===== src/design/cce_defines.svh =====
`ifndef CCE_DEFINES_SVH
`define CCE_DEFINES_SVH

`define CCE_LOCK_KEY   8'ha5
`define CCE_NEG_AGND   4'h8
`define CCE_CRC_POLY   16'h8005
`define CCE_CRC_INIT   16'hffff
`define CCE_CRC_RST    16'h0000

`endif


===== src/design/cce_pkg.sv =====
package cce_pkg;

  typedef enum logic [1:0] {
    CCE_IDLE    = 2'b00,
    CCE_CAPTURE = 2'b01,
    CCE_CHECK   = 2'b11
  } cce_crc_state_t;

  typedef logic [15:0] cce_crc_t;

endpackage


===== src/design/cce_crc_if.sv =====
`timescale 1ns/1ps
interface cce_crc_if;
  logic run;
  logic restart;
  logic busy;
  logic mismatch;

  modport ctrl   (output run, output restart, input busy, input mismatch);
  modport engine (input run, input restart, output busy, output mismatch);
endinterface // cce_crc_if


===== src/design/cce_crc_engine.sv =====
`timescale 1ns/1ps
`include "cce_defines.svh"
module cce_crc_engine (
  input  wire logic       clk,
  input  wire logic       rst_n,
  cce_crc_if.engine       crc,
  input  wire logic [7:0] map_byte,
  input  wire logic       map_valid,
  input  wire logic       map_last
);
  import cce_pkg::*;

  cce_crc_state_t state_reg;
  cce_crc_state_t state_next;
  cce_crc_t       acc_reg;
  cce_crc_t       ref_reg;
  cce_crc_t       acc_upd;
  logic           mismatch_reg;

  function automatic cce_crc_t crc_byte(input cce_crc_t c,
                                        input logic [7:0] d);
    cce_crc_t r;
    r = c ^ {d, 8'h00};
    for (int i = 0; i < 8; i++) begin
      r = r[15] ? ((r << 1) ^ `CCE_CRC_POLY) : (r << 1);
    end
    return r;
  endfunction

  assign acc_upd      = crc_byte(acc_reg, map_byte);
  assign crc.busy     = (state_reg != CCE_IDLE);
  assign crc.mismatch = mismatch_reg;

  // First pass to end after start is the reference, even if entered mid-pass; later passes compare
  always_comb begin
    state_next = state_reg;
    if (!crc.run || crc.restart) begin
      state_next = CCE_IDLE;
    end else begin
      unique case (state_reg)
        CCE_IDLE:    state_next = CCE_CAPTURE;
        CCE_CAPTURE: if (map_valid && map_last) state_next = CCE_CHECK;
        CCE_CHECK:   state_next = CCE_CHECK;
        default:     state_next = CCE_IDLE;
      endcase
    end
  end

  always_ff @(posedge clk or negedge rst_n) begin
    if (!rst_n) begin
      state_reg <= CCE_IDLE;
    end else begin
      state_reg <= state_next;
    end
  end

  always_ff @(posedge clk or negedge rst_n) begin
    if (!rst_n) begin
      acc_reg <= `CCE_CRC_INIT;
    end else if (state_next == CCE_IDLE || state_reg == CCE_IDLE) begin
      acc_reg <= `CCE_CRC_INIT;
    end else if (map_valid) begin
      acc_reg <= map_last ? `CCE_CRC_INIT : acc_upd;
    end
  end

  always_ff @(posedge clk or negedge rst_n) begin
    if (!rst_n) begin
      ref_reg <= `CCE_CRC_RST;
    end else if (state_reg == CCE_CAPTURE && map_valid && map_last) begin
      ref_reg <= acc_upd;
    end
  end

  always_ff @(posedge clk or negedge rst_n) begin
    if (!rst_n) begin
      mismatch_reg <= 1'b0;
    end else begin
      mismatch_reg <= state_reg == CCE_CHECK && state_next == CCE_CHECK &&
                      map_valid && map_last && acc_upd != ref_reg;
    end
  end
endmodule // cce_crc_engine


===== src/design/cce_irq_ctrl.sv =====
// Function
// - Checksum error holds interrupt low until cleared
// - Key 0xA5 write unlocks and clears error
// - Unlock halts checksum engine, drops interrupt
// - Start fast command restarts checksum, clears error
// - Continuous checksum, mismatch flags an error
// - Error outranks all interrupts except power-on
// - Error overrides modulator bitstream on pin
// - Negative select 1000 routes analogue ground
// - Status byte bit low once per error
// - Status register flag low until fully read
// - Upper mode bit passes only power-on, error, bitstream
`timescale 1ns/1ps
`include "cce_defines.svh"
module cce_irq_ctrl (
  input  wire logic       clk,
  input  wire logic       rst_n,
  input  wire logic [7:0] lock_key_byte,
  input  wire logic       lock_key_commit,
  input  wire logic       start_fast_cmd,
  input  wire logic [7:0] map_byte,
  input  wire logic       map_valid,
  input  wire logic       map_last,
  input  wire logic       por_irq,
  input  wire logic       other_irq,
  input  wire logic       irq_mode_hi,
  input  wire logic       modulator_bitstream_output_mode,
  input  wire logic       modulator_bitstream_output,
  input  wire logic       status_byte_sent,
  input  wire logic       irq_reg_read_done,
  input  wire logic [3:0] negative_input_select,
  output logic            irq_n,
  output logic            locked,
  output logic            config_checksum_error,
  output logic            sdo_cfg_flag_n,
  output logic            cfg_checksum_flag,
  output logic            neg_in_agnd
);
  import cce_pkg::*;

  cce_crc_if crc ();

  logic irq_n_reg;
  logic locked_reg;
  logic err_reg;
  logic err_next;
  logic sdo_flag_reg;
  logic reg_flag_reg;
  logic agnd_reg;
  logic key_unlock;
  logic key_lock;
  logic clear_err;
  logic irq_pin_next;

  // Key acts only on the committed byte, never on a partial shift
  assign key_unlock = lock_key_commit &&
                      lock_key_byte == `CCE_LOCK_KEY;
  assign key_lock   = lock_key_commit && lock_key_byte != `CCE_LOCK_KEY;
  assign clear_err  = key_unlock || start_fast_cmd;

  assign crc.run     = locked_reg;
  assign crc.restart = start_fast_cmd;

  cce_crc_engine u_crc (
    .clk       (clk),
    .rst_n     (rst_n),
    .crc       (crc),
    .map_byte  (map_byte),
    .map_valid (map_valid),
    .map_last  (map_last)
  );

  always_ff @(posedge clk or negedge rst_n) begin
    if (!rst_n) begin
      locked_reg <= 1'b0;
    end else if (key_unlock) begin
      locked_reg <= 1'b0;
    end else if (key_lock) begin
      locked_reg <= 1'b1;
    end
  end

  // A mismatch in the clearing cycle still sets: set wins over clear
  assign err_next = crc.mismatch || (err_reg && !clear_err);

  always_ff @(posedge clk or negedge rst_n) begin
    if (!rst_n) begin
      err_reg <= 1'b0;
    end else begin
      err_reg <= err_next;
    end
  end

  // Pin priority: power-on, checksum error, bitstream, other sources
  always_comb begin
    if (por_irq || err_next) begin
      irq_pin_next = 1'b0;
    end else if (modulator_bitstream_output_mode) begin
      irq_pin_next = modulator_bitstream_output;
    end else if (irq_mode_hi) begin
      irq_pin_next = 1'b1;
    end else begin
      irq_pin_next = !other_irq;
    end
  end

  always_ff @(posedge clk or negedge rst_n) begin
    if (!rst_n) begin
      irq_n_reg <= 1'b1;
    end else begin
      irq_n_reg <= irq_pin_next;
    end
  end

  always_ff @(posedge clk or negedge rst_n) begin
    if (!rst_n) begin
      sdo_flag_reg <= 1'b1;
    end else if (crc.mismatch) begin
      sdo_flag_reg <= 1'b0;
    end else if (status_byte_sent) begin
      sdo_flag_reg <= 1'b1;
    end
  end

  always_ff @(posedge clk or negedge rst_n) begin
    if (!rst_n) begin
      reg_flag_reg <= 1'b1;
    end else if (crc.mismatch) begin
      reg_flag_reg <= 1'b0;
    end else if (irq_reg_read_done) begin
      reg_flag_reg <= 1'b1;
    end
  end

  // Only the single-ended ground code is decoded here
  always_ff @(posedge clk or negedge rst_n) begin
    if (!rst_n) begin
      agnd_reg <= 1'b0;
    end else begin
      agnd_reg <= negative_input_select == `CCE_NEG_AGND;
    end
  end

  assign irq_n                 = irq_n_reg;
  assign locked                = locked_reg;
  assign config_checksum_error = err_reg;
  assign sdo_cfg_flag_n        = sdo_flag_reg;
  assign cfg_checksum_flag     = reg_flag_reg;
  assign neg_in_agnd           = agnd_reg;
endmodule // cce_irq_ctrl


===== config.mk =====
export PLATFORM = sky130hd
export DESIGN_NAME = cce_irq_ctrl
export DESIGN_NICKNAME = d
export VERILOG_FILES = /design/src/design/cce_pkg.sv /design/src/design/cce_crc_if.sv /design/src/design/cce_crc_engine.sv /design/src/design/cce_irq_ctrl.sv
export VERILOG_INCLUDE_DIRS = /design/src /design/src/design
export SDC_FILE = /design/constraint.sdc
export NUM_CORES = 1
export LEC_CHECK = 0
export ABC_CLOCK_PERIOD_IN_PS = 3600
export BUFFER_PORTS_ARGS = -buffer_cell sky130_fd_sc_hd__buf_2
export CAP_MARGIN = 20
export CORE_ASPECT_RATIO = 1.4
export CORE_UTILIZATION = 30
export CTS_BUF_LIST = sky130_fd_sc_hd__clkbuf_2 sky130_fd_sc_hd__clkbuf_4 sky130_fd_sc_hd__clkbuf_8
export DETAILED_ROUTE_END_ITERATION = 16
export PLACE_DENSITY = 0.56
export RECOVER_POWER = 50
export SLEW_MARGIN = 15
export SYNTH_ARGS = -nofsm -noshare
export SYNTH_HDL_FRONTEND = slang
export SYNTH_SLANG_ARGS = --single-unit

===== constraint.sdc =====
create_clock -name clk -period 3.6 [get_ports clk]
set_clock_uncertainty 0.15 [all_clocks]
set_input_delay 0.54 -clock clk [delete_from_list [all_inputs] [get_ports clk]]
set_output_delay 0.54 -clock clk [all_outputs]
set_load 0.005 [all_outputs]

======== Yosys cells after proc, flatten, opt, wreduce, memory -nomap -nowiden ========
Index checks and enable logic that the tools add are counted.
word-level totals
  register bits ........................... 41
  output and inout port bits .............. 6
operators by class
  equal/unequal tests ..................... 7
  muxes and demuxes ....................... 23
  bitwise logic cells ..................... 9
  reduce and logical (&&, ||, !) cells .... 24
operators with widths
  kind                count
  $mux 16             11
  $not 3->3           8
  $ne 16x16->1        1
  $xor 16x16->16      1
  $logic_and 1x1->1   10
  $mux 1              9
  $eq 8x8->1 const B  1
  $ne 8x8->1 const B  1
  $reduce_bool 2->1   4
  $pmux 2 s3          1
  $logic_or 1x1->1    5
  $eq 2x2->1 const B  2
  $eq 4x4->1 const B  1
  $logic_not 2->1     2
  $mux 2              2
  $logic_not 1->1     3
  $eq 2x1->1 const B  1

======== Depth between registers and ports, before layout ========
Gate-level depths: netlist of run 1.
  depth after elaboration ................. 20
  mapped depth ............................ 7
  depth with buffers taken out ............ 6

======== Hierarchy ========
From an unflattened synthesis of run 1, not the netlist that was laid out.
second synthesis, totals
  cells, all modules ...................... 244
  area, all modules ....................... 2,532.4 um^2
by module, submodules not included
  module          instances  cells an instance  area each (um^2)  sequential area each (um^2)
  cce_crc_engine  1          223                2,252.2           895.9
  cce_irq_ctrl    1          21                 280.3             153.9

======== Worst setup path before layout of run 1 ========
Ideal clock, no wire load.
  path type ............................... input to register
  start ................................... in map_byte[3]
  end ..................................... reg u_crc.mismatch_reg (netlist: u_crc.crc.mismatch)
  library setup time ...................... 134 ps
  data arrival time ....................... 2,099 ps
  required time ........................... 3,316 ps
  path slack .............................. 1,217 ps
  cell stages on the path ................. 6
  cells stage by stage .................... xnor2_1 xnor2_2 xnor3_2 xor2_1 nor4_1 a211oi_2
on the way
  cells in the longest elaborated chain, start to end .. 13
  elaborated cells between the ends (all ways) .. 14
  classes of those cells .................. eq/ne: 1; mux: 8; bitwise: 4; reduce/logical: 1
RTL lines
  item                                                   RTL line              RTL
  start: declaration                                     cce_irq_ctrl.sv:21    input wire logic [7:0] map_byte,
  $xor 16x16->16 *                                       cce_crc_engine.sv:23  r = c ^ {d, 8'h00};
  $mux 16 * (3 in a row)                                 cce_crc_engine.sv:25  r = r[15] ? ((r << 1) ^ `CCE_CRC_POLY) : (r << 1);
  $not 3->3 (no source line)                             --
  $mux 16 * (4 in a row)                                 cce_crc_engine.sv:25
  $not 3->3 (no source line) or $mux 16 (tied branches)  --
  $mux 16 *                                              cce_crc_engine.sv:25
  $ne 16x16->1 *                                         cce_crc_engine.sv:80  map_valid && map_last && acc_upd != ref_reg;
  $logic_and 1x1->1 *                                    cce_crc_engine.sv:80
  end signal: assignment                                 cce_crc_engine.sv:79  mismatch_reg <= state_reg == CCE_CHECK && state_next == CCE_CHECK &&
  end: declaration                                       cce_crc_engine.sv:18  logic mismatch_reg;
Mark *: on every way between the ends. The rest lies on a longest branch, timed or not.
A chain may end at the register's enable or synchronous reset.

======== Worst setup path after layout of run 1 ========
  start ................................... reg u_crc.acc_reg[14]
  end ..................................... reg u_crc.mismatch_reg (netlist: u_crc.crc.mismatch)
on the way
  cells in the longest elaborated chain, start to end .. 13
  elaborated cells between the ends (all ways) .. 17
  classes of those cells .................. eq/ne: 1; mux: 8; bitwise: 7; reduce/logical: 1
RTL lines
  item                                                   RTL line              RTL
  start: declaration                                     cce_crc_engine.sv:15  cce_crc_t acc_reg;
  start signal: assignment                               cce_crc_engine.sv:59  acc_reg <= `CCE_CRC_INIT;
  start signal: assignment                               cce_crc_engine.sv:61  acc_reg <= `CCE_CRC_INIT;
  start signal: assignment                               cce_crc_engine.sv:63  acc_reg <= map_last ? `CCE_CRC_INIT : acc_upd;
  $xor 16x16->16 *                                       cce_crc_engine.sv:23
  $not 3->3 (no source line)                             --
  $mux 16 * (7 in a row)                                 cce_crc_engine.sv:25
  $not 3->3 (no source line) or $mux 16 (tied branches)  --
  $mux 16 *                                              cce_crc_engine.sv:25
  $ne 16x16->1 *                                         cce_crc_engine.sv:80
  $logic_and 1x1->1 *                                    cce_crc_engine.sv:80
Marked as above.

==> results of run 1 <==
[worst register-to-register path, stage by stage (launching register included)]
cell      delay [ns]
dfstp_2         0.56
xor2_2          0.27
xnor3_1         0.50
xnor3_2         0.31
xor2_1          0.17
nor4_1          0.34
a211oi_2        0.12
[worst paths after layout]
path	startpoint	to	slack, ns	cells after the start
max	u_crc.acc_reg[14]	u_crc.crc.mismatch	1.06	6
min	por_irq	irq_n	0.21	2
max reg2reg	u_crc.acc_reg[14]	u_crc.crc.mismatch	1.06	6
min reg2reg	u_crc.crc.mismatch	cfg_checksum_flag	0.32	1
max in group asynchronous	rst_n	u_crc.ref_reg[8]	1.35	1
min in group asynchronous	rst_n	neg_in_agnd	0.72	1
[placed cells by master (no fill, tap or decap), types with 2 or more instances in the layout]
master    synthesis  final
clkbuf_4          0      2
a21oi_1          14     14
dfstp_2          19     19
buf_2             0     37
o21ai_1          11     11
xnor2_1          16     16
mux2_2            5      5
clkbuf_8          0      5
nand4_1           3      3
nor3_1            2      2
inv_1             2      2
xnor2_2           3      3
nor2_1           16     16
xor2_1           14     14
o22a_1            4      4
nand3_1           3      3
nand2_1          12     12
dfrtp_1          22     22
[synthesized netlist by cell type, drive strengths merged, types with 3 or more instances]
cell type and number:
a21oi 14, nand2 12, mux2 5, o22a 5, xor2 16, xnor2 20
dfrtp 22, nor2 16, nand4 3, clkbuf 5, o21ai 11, dfstp 19
nand3 3
[per-layer routing]
metal / wire length (µm) / up-vias / global-route usage / part of all wire
met5: 0 / - / 0 / 0
met2: 1990 / 24 / 0.204 / 0.53
met3: 89 / 5 / 0.0225 / 0.024
met1: 1610 / 641 / 0.146 / 0.43
met4: 71 / 0 / 0.0508 / 0.019
li1: - / 669 / - / -
[cells by family after synthesis]
| family | count (synthesis) | synth area share |
|---|---|---|
| AOI/OAI and AO/OA | 33 | 0.0994 |
| xor gates and xnor gates | 38 | 0.214 |
| buffers and inverters | 7 | 0.0131 |
| DFF | 41 | 0.524 |
| muxes | 6 | 0.0331 |
| and+or+nand+nor | 47 | 0.116 |
[per-stage QoR]
| step | utilization | power (mW) | worst slack, ns |
|---|---|---|---|
| 2_1_floorplan | - | 0.715 | 1.22 |
| 3_3_place_gp | 0.359 | 0.780 | 1.01 |
| 3_5_place_dp | 0.359 | 0.783 | 0.912 |
| 4_1_cts | 0.373 | 1.09 | 1.01 |
| 5_1_grt | 0.373 | 1.14 | 0.865 |
| 6_report | 0.373 | 1.07 | 1.06 |
[cell type report]
cell class | count | share of cell area
flip-flops and latches | 41 | 0.444
multi-input cells | 124 | 0.394
inverters | 2 | 0.00318
well taps | 72 | 0.0381
clock inverters | 1 | 0.00212
clock buffers | 7 | 0.0355
repair buffers | 39 | 0.0831
[where the power goes]
group / leakage, nW / internal (mW) / switching, mW
Combinational: 0.463 / 0.111 / 0.120
Clock: 0.0491 / 0.151 / 0.151
Sequential: 0.458 / 0.509 / 0.0309
==> impl_metrics.csv, run 1 <==
group,metric,value,unit
outcome,status,"finished, violations left",
outcome,violations,"capacitance limit, slew limit",
floorplan,core.rowCount,34,
worst_setup_path,required,3.61,ns
worst_setup_path,cp-end-kind,"flip-flop",
floorplan,coreArea,6340,µm²
cts,h-tree-depth,2,
cts,clk_latency,0.29,ns
floorplan,initial_core_util,0.316,
finish,nets,246,
routing,drt_iter0_drc,20,
floorplan,ios,39,
finish,drive_gt1_frac,0.379,
grt,antenna_found_initial,0,
worst_setup_path,path_cells,"xor2_2, xnor3_1, xnor3_2, xor2_1, nor4_1, a211oi_2",
timing,fmax,0.393,GHz
routing,drcViolationCount,0,
finish,fill_cells,630,
finish,regArea,1050,µm²
cts,cts_setup_buffers,0,
worst_setup_path,critPathLaunchType,"flip-flop",
cts,cts_buffer_depth,2,
grt,grtUsageTotal,0.119,
worst_setup_path,cpLargestDelayFamily,"XOR/XNOR gates",
yosys,ys_ff_latch,41,
cts,postCtsHoldBufs,0,
place,portBuffers,38,
timing,hold_violations,0,
cts,cts.reportedPaths.clkPinSlew,0.08,ns
place,dp_cells,278,
timing,setup_violations,0,
timing,slew_viol_final,42,
routing,ant_nets,0,
timing,timing.slew.headroom,-0.429,
routing,vias,1339,
yosys,synth-seq-area-share,0.524,
finish,fin_area,2360,µm²
grt,overflow,0,
pwr,max-vdd-ir-drop,250,µV
cts,cts_buffers,5,
floorplan,fp.dieH,98.7,µm
finish,syn2layout_area_growth,18.1,%
timing,worst_hold_slack,0.215,ns
yosys,yosysTopAreaCell,"dfrtp_1",
yosys,synth-main-ff-cell,"dfrtp_1",
grt,grt_pass1_wl,6420,µm
yosys,synth_edf_count,0,
cts,cts_tree,"yes",
run,maxCapViolations,1,
worst_setup_path,cp.buffers_inverters,0,
cts,clock_sinks,41,
pwr,p_leak,0.971,nW
worst_setup_path,crit_arrival,2.56,ns
worst_setup_path,slowest_stage,"dfstp_2",
yosys,ys_top_cells_by_area,"dfrtp_1, dfstp_2, xnor2_1",
yosys,yosys_warnings,0,
worst_setup_path,critPathKind,"flip-flop to flip-flop",
place,post_dp_cell_area,2280,µm²
min_path,hold_path.class,"input pin to flip-flop",
yosys,syn_nets,205,
place,globalplace.congestion,0.749,
finish,multiInputGateArea,931,µm²
routing,wl_per_cell,13.2,µm
timing,tightestPinTransition,2.14,ns
routing,dr.pass1.iters,6,
timing,fin_crit_sh,0.706,
cts,cts_root_buf,"clkbuf_8",
floorplan,die_w,71.0,µm
yosys,syn_area,2000,µm²
grt,grt_max_degree,42,
finish,layout.cells.non_filler,286,
worst_setup_path,max_stage_delay,0.56,ns
grt,grt_pass1_vias,1367,
place,hpwl,2770,µm
yosys,synth-async-reset-ratio,1.00,
cts,cts-resized-gates,0,
timing,fin_setup_tns,0,ns
routing,routed_wl,3770,µm
timing,rsz0062_at_grt,"false",
routing,routed_via_density,4.68,
worst_setup_path,worst-path-max-fanout,3,
pwr,p_per_area,454,nW/µm²
finish,num_antenna_cells,0,
floorplan,dieArea,7010,µm²
yosys,synthCells,172,
yosys,avgSynthCellArea,11.6,µm²
timing,finalCriticalPeriod,2.54,ns
yosys,synth.top_cell.area_share,0.275,
yosys,yosysUniqueCellTypes,36,
Power figures use the tool's default switching activity.
==> run 2, diff against run 1 <==
--- a/config.mk
+++ b/config.mk
@@ -6,14 +6,14 @@
 export SDC_FILE = /design/constraint.sdc
 export NUM_CORES = 1
 export LEC_CHECK = 0
-export ABC_CLOCK_PERIOD_IN_PS = 3600
+export ABC_CLOCK_PERIOD_IN_PS = 2280
 export BUFFER_PORTS_ARGS = -buffer_cell sky130_fd_sc_hd__buf_2
 export CAP_MARGIN = 20
 export CORE_ASPECT_RATIO = 1.4
 export CORE_UTILIZATION = 30
 export CTS_BUF_LIST = sky130_fd_sc_hd__clkbuf_2 sky130_fd_sc_hd__clkbuf_4 sky130_fd_sc_hd__clkbuf_8
 export DETAILED_ROUTE_END_ITERATION = 16
-export PLACE_DENSITY = 0.56
+export PLACE_DENSITY = 0.57
 export RECOVER_POWER = 50
 export SLEW_MARGIN = 15
 export SYNTH_ARGS = -nofsm -noshare
==> constraint.sdc (replaced) <==
create_clock -name clk -period 2.28 [get_ports clk]
set_clock_uncertainty 0.15 [all_clocks]
set_input_delay 0.342 -clock clk [delete_from_list [all_inputs] [get_ports clk]]
set_output_delay 0.342 -clock clk [all_outputs]
set_load 0.005 [all_outputs]
==> run 2 against run 1 <==
Against the previous run: first-iteration DRC count decreased by 20%; sequential share of layout area decreased by 2.5 points; largest cell class unchanged; cell count increased by 6.3%; die area unchanged; the flow now finishes without violations; total power increased by 64%; combinational power increased by 87%; critical path type unchanged; critical path depth unchanged; sequential power increased by 58%; flip-flop and latch count unchanged.
==> impl_metrics.csv, run 2 (same netlist as run 1, synthesis figures left out) <==
group,metric,value,unit
routing,dr.pass1.iters,4,
floorplan,coreArea,6340,µm²
cts,cts_buffers,5,
pwr,combPwrFrac,0.246,
routing,routed_via_density,4.71,
floorplan,dieArea,7010,µm²
routing,drt_iter0_drc,16,
cts,cts_root_buf,"clkbuf_8",
timing,fin_crit_sh,0.991,
worst_setup_path,required,2.30,ns
worst_setup_path,critPathKind,"flip-flop to flip-flop",
place,globalplace.congestion,0.730,
worst_setup_path,critPathLaunchType,"flip-flop",
finish,nets,264,
routing,vias,1433,
timing,rsz0062_at_grt,"true",
timing,hold_violations,0,
worst_setup_path,crit_arrival,2.28,ns
floorplan,die_w,71.0,µm
cts,clock_sinks,41,
place,hpwl,2940,µm
pwr,clkPwrFrac,0.269,
worst_setup_path,worst-path-max-fanout,3,
finish,layout.cells.non_filler,304,
place,portBuffers,38,
floorplan,core.rowCount,34,
pwr,p_per_area,702,nW/µm²
timing,tightestPinTransition,1.01,ns
floorplan,initial_core_util,0.316,
routing,drcViolationCount,0,
routing,routed_wl,4000,µm
pwr,p_int,1.24,mW
min_path,hold_path.class,"input pin to flip-flop",
grt,grtUsageTotal,0.125,
timing,fmax,0.443,GHz
cts,h-tree-depth,2,
pwr,switching_power,0.520,mW
cts,cts_tree,"yes",
grt,grt_pass1_vias,1410,
routing,wl_per_cell,13.2,µm
timing,layout_setup_ws,0.0202,ns
run,maxCapViolations,0,
pwr,p_leak,1.06,nW
grt,grt_pass1_wl,6560,µm
grt,antenna_found_initial,0,
floorplan,fp.dieH,98.7,µm
finish,num_antenna_cells,0,
grt,overflow,0,
place,post_dp_cell_area,2400,µm²
timing,setup_violations,0,
finish,fin_area,2510,µm²
outcome,status,"completed",
pwr,total_power,1.76,mW
finish,syn2layout_area_growth,25.2,%
cts,clk_latency,0.30,ns
grt,grt_max_degree,42,
cts,cts_buffer_depth,2,
timing,finalCriticalPeriod,2.26,ns
pwr,swShare,0.295,
finish,layout_common_cells,"buf_2, dfrtp_1, dfstp_2",
cts,cts.reportedPaths.clkPinSlew,0.09,ns
pwr,max-vdd-ir-drop,345,µV
worst_setup_path,cp-end-kind,"flip-flop",
timing,timing.slew.headroom,0.325,
routing,ant_nets,0,
finish,drive_gt1_frac,0.431,
worst_setup_path,reg2reg_slack,0.02,ns
timing,fin_setup_tns,0,ns
timing,slew_viol_final,0,
floorplan,ios,39,
place,place_ws,-0.0494,ns
cts,cts_setup_buffers,0,
finish,final_common_cell,"buf_2",
place,dp_cells,295,
pwr,p_seq_frac,0.485,
[run 2: worst max-delay path: stages, from the launching register on]
cell      delay (ns)
dfstp_2         0.57
xor2_2          0.15
xnor3_1         0.43
xnor3_2         0.31
xor2_4          0.19
mux2i_1         0.25
a211oi_2        0.09
[run 2: worst paths after layout]
path,to,cells after the start,from
max,u_crc.crc.mismatch,6,u_crc.acc_reg[14]
min,irq_n,2,por_irq
max reg2reg,u_crc.crc.mismatch,6,u_crc.acc_reg[14]
min reg2reg,cfg_checksum_flag,1,u_crc.crc.mismatch
max in group asynchronous,u_crc.ref_reg[8],3,rst_n
min in group asynchronous,u_crc.ref_reg[10],3,rst_n
[run 2: what timing repair did]
action / CTS / global route
hold buffers: 1 / 0
hold endpoints to repair: 22 / 0
resized for setup: 1 / 1
pin swaps: 0 / 1
endpoints found under the setup margin: 1 / 3
[run 2: area by class of cell]
cell class / count / area (µm²)
Clock buffer: 5 / 68.8
Clock inverter: 3 / 17.5
Fill cell: 614 / 3830
Inverter: 2 / 7.51
Multi-Input combinational cell: 124 / 940
Sequential cell: 41 / 1050
Tap cell: 72 / 90.1
Timing Repair Buffer: 57 / 333
[run 2: stage by stage]
step	hold WS (ns)	util
CTS	0.00272	0.395
global route	0.0150	0.395
finish	0.0143	0.395
detailed placement	0.287	0.378
floorplan	-0.104	-
global placement	0.289	0.378
[run 2: metal layers]
metal | GRT usage | wire length [µm] | vias up | share of wire
met5 | 0 | 0 | - | 0
met4 | 0.0646 | 76 | 0 | 0.019
met3 | 0.0215 | 96 | 6 | 0.024
met2 | 0.214 | 2020 | 28 | 0.50
met1 | 0.149 | 1810 | 693 | 0.45
li1 | - | - | 706 | -
[run 2: power groups by stage]
stage / registers (mW) / clock network, mW / logic (mW)
3_5_place_dp: 0.867 / 0 / 0.431
5_1_grt: 0.861 / 0.519 / 0.477
3_3_place_gp: 0.864 / 0 / 0.428
4_1_cts: 0.853 / 0.492 / 0.436
2_1_floorplan: 0.855 / 0 / 0.274
6_report: 0.852 / 0.474 / 0.432
==> run 3, diff against run 2 <==
--- a/config.mk
+++ b/config.mk
@@ -10,10 +10,10 @@
 export BUFFER_PORTS_ARGS = -buffer_cell sky130_fd_sc_hd__buf_2
 export CAP_MARGIN = 20
 export CORE_ASPECT_RATIO = 1.4
-export CORE_UTILIZATION = 30
+export CORE_UTILIZATION = 51
 export CTS_BUF_LIST = sky130_fd_sc_hd__clkbuf_2 sky130_fd_sc_hd__clkbuf_4 sky130_fd_sc_hd__clkbuf_8
 export DETAILED_ROUTE_END_ITERATION = 16
-export PLACE_DENSITY = 0.57
+export PLACE_DENSITY = 0.85
 export RECOVER_POWER = 50
 export SLEW_MARGIN = 15
 export SYNTH_ARGS = -nofsm -noshare
==> run 3 against run 2 <==
Against the previous run: the run now ends with capacitance limit, slew limit left; total power up 3.4%; utilization rose by 27 points; cell count decreased by 11%; global-route usage increased by 11 points; critical endpoint unchanged; highest routed layer unchanged.
==> impl_metrics.csv, run 3 (same netlist as run 1, synthesis figures left out) <==
group,metric,value,unit
cts,cts_buffers,5,
grt,overflow,0,
timing,finalCriticalPeriod,2.26,ns
floorplan,dieArea,4180,µm²
finish,drive_gt1_frac,0.432,
floorplan,coreArea,3710,µm²
finish,final_common_cell,"buf_2",
worst_setup_path,max_stage_delay,0.56,ns
routing,dr.pass1.iters,4,
pwr,p_leak,1.06,nW
worst_setup_path,reg2reg_depth,6,
worst_setup_path,critPathKind,"flip-flop to flip-flop",
cts,h-tree-depth,2,
grt,grtUsageTotal,0.239,
worst_setup_path,critPathLaunchType,"flip-flop",
worst_setup_path,worstReg2RegEnd,"u_crc.crc.mismatch",
place,dp_cells,261,
min_path,hold_path.class,"input pin to flip-flop",
floorplan,initial_core_util,0.540,
routing,wl_met1,1530,µm
worst_setup_path,required,2.30,ns
cts,clock_sinks,41,
timing,layout_setup_ws,0.0156,ns
finish,syn2layout_area_growth,23.6,%
pwr,combPwrFrac,0.246,
place,globalplace.congestion,0.771,
worst_setup_path,cpLargestDelayFamily,"XOR/XNOR gates",
worst_setup_path,crit_arrival,2.29,ns
worst_setup_path,reg2reg_slack,0.02,ns
cts,cts_root_buf,"clkbuf_8",
floorplan,ios,39,
cts,cts_tree,"yes",
floorplan,core.rowCount,26,
cts,postCtsHoldBufs,0,
timing,fmax,0.442,GHz
min_path,min_to,"irq_n",
timing,hold_violations,0,
floorplan,die_w,55.0,µm
pwr,p_per_area,735,nW/µm²
worst_setup_path,slowest_stage,"dfstp_2",
routing,drt_iter0_drc,23,
outcome,violations,"capacitance limit, slew limit",
worst_setup_path,cp.buffers_inverters,0,
finish,layout_common_cells,"buf_2, dfrtp_1, dfstp_2",
routing,vias,1457,
place,portBuffers,38,
timing,timing.slew.headroom,-0.254,
place,hpwl,2960,µm
timing,fin_setup_tns,0,ns
run,maxCapViolations,1,
timing,tightestPinTransition,1.88,ns
routing,wl_per_cell,15.4,µm
worst_setup_path,path_cells,"xnor2_2, xnor3_1, xnor3_2, xor2_4, mux2i_2, a211oi_2",
floorplan,fp.dieH,76.1,µm
routing,ant_nets,0,
routing,routed_via_density,5.38,
pwr,max-vdd-ir-drop,744,µV
grt,grt_pass1_vias,1566,
pwr,switching_power,0.519,mW
pwr,clkPwrFrac,0.282,
cts,cts.reportedPaths.clkPinSlew,0.08,ns
routing,routed.top_layer,"met4",
routing,wl_met2,2280,µm
finish,nets,261,
cts,cts_buffer_depth,2,
timing,rsz0062_at_grt,"true",
cts,clk_latency,0.29,ns
min_path,worstHoldStart,"por_irq",
routing,dr_wl_met3,228,µm
routing,routed_wl,4180,µm
grt,grt_max_degree,39,
timing,slew_viol_final,39,
min_path,whs_path_depth,2,
finish,fin_util,0.667,
finish,layout.cells.non_filler,271,
timing,setup_violations,0,
pwr,p_int,1.30,mW
place,place_ws,-0.0780,ns
routing,drcViolationCount,0,
pwr,swShare,0.286,
worst_setup_path,r2r-start,"u_crc.acc_reg[9]",
grt,grt_pass1_wl,7020,µm
timing,worst_hold_slack,0.0135,ns
finish,num_antenna_cells,0,
grt,antenna_found_initial,0,
timing,fin_crit_sh,0.993,
worst_setup_path,worst-path-max-fanout,3,
worst_setup_path,cp-end-kind,"flip-flop",
outcome,status,"finished, violations left",
pwr,p_seq_frac,0.472,
run 3: routing by layer:
metal / up-vias / track usage
met2: 59 / 0.402
met4: 0 / 0.108
met1: 687 / 0.264
met5: - / 0
met3: 15 / 0.0659
li1: 696 / -
run 3: final cells by class:
| cell class | instances | area, µm² |
|---|---|---|
| multi-input combinational | 124 | 958 |
| fill | 260 | 1230 |
| timing repair buffer | 54 | 305 |
| tap | 42 | 52.6 |
| inverter | 2 | 7.51 |
| clock inverter | 1 | 5.00 |
| sequential | 41 | 1050 |
| clock buffer | 7 | 96.3 |
run 3: stage by stage:
stage               area (µm²)  power [mW]
global placement          2330        1.25
detailed placement        2330        1.27
finish                    2470        1.82
floorplan                 2000        1.13
CTS                       2460        1.81
global route              2470        1.90
run 3: worst max path at each step:
stage	startpoint	endpoint	slack, ns	depth (start not counted)
after floorplan	u_crc.acc_reg[14]	u_crc.crc.mismatch	-0.005	6
after global placement	map_byte[3]	u_crc.crc.mismatch	-0.01	7
after detailed placement	map_byte[3]	u_crc.crc.mismatch	-0.08	7
after CTS	u_crc.acc_reg[11]	u_crc.crc.mismatch	0.002	6
after global routing	u_crc.acc_reg[9]	u_crc.crc.mismatch	-0.05	6
final	u_crc.acc_reg[9]	u_crc.crc.mismatch	0.02	6
run 3: power groups by stage:
stage	combinational (mW)	clock, mW	sequential (mW)
after CTS	0.433	0.518	0.857
final	0.447	0.512	0.859
after global placement	0.386	0	0.861
after detailed placement	0.398	0	0.868
after floorplan	0.274	0	0.855
after global routing	0.486	0.544	0.869
run 3: what timing repair did:
item / in CTS / in global routing
pin swaps: 1 / 0
resized for setup: 2 / 3
setup buffers: 2 / 0
cloned: 0 / 0
endpoints found under the hold margin: 0 / 0
endpoints found under the setup margin: 2 / 1
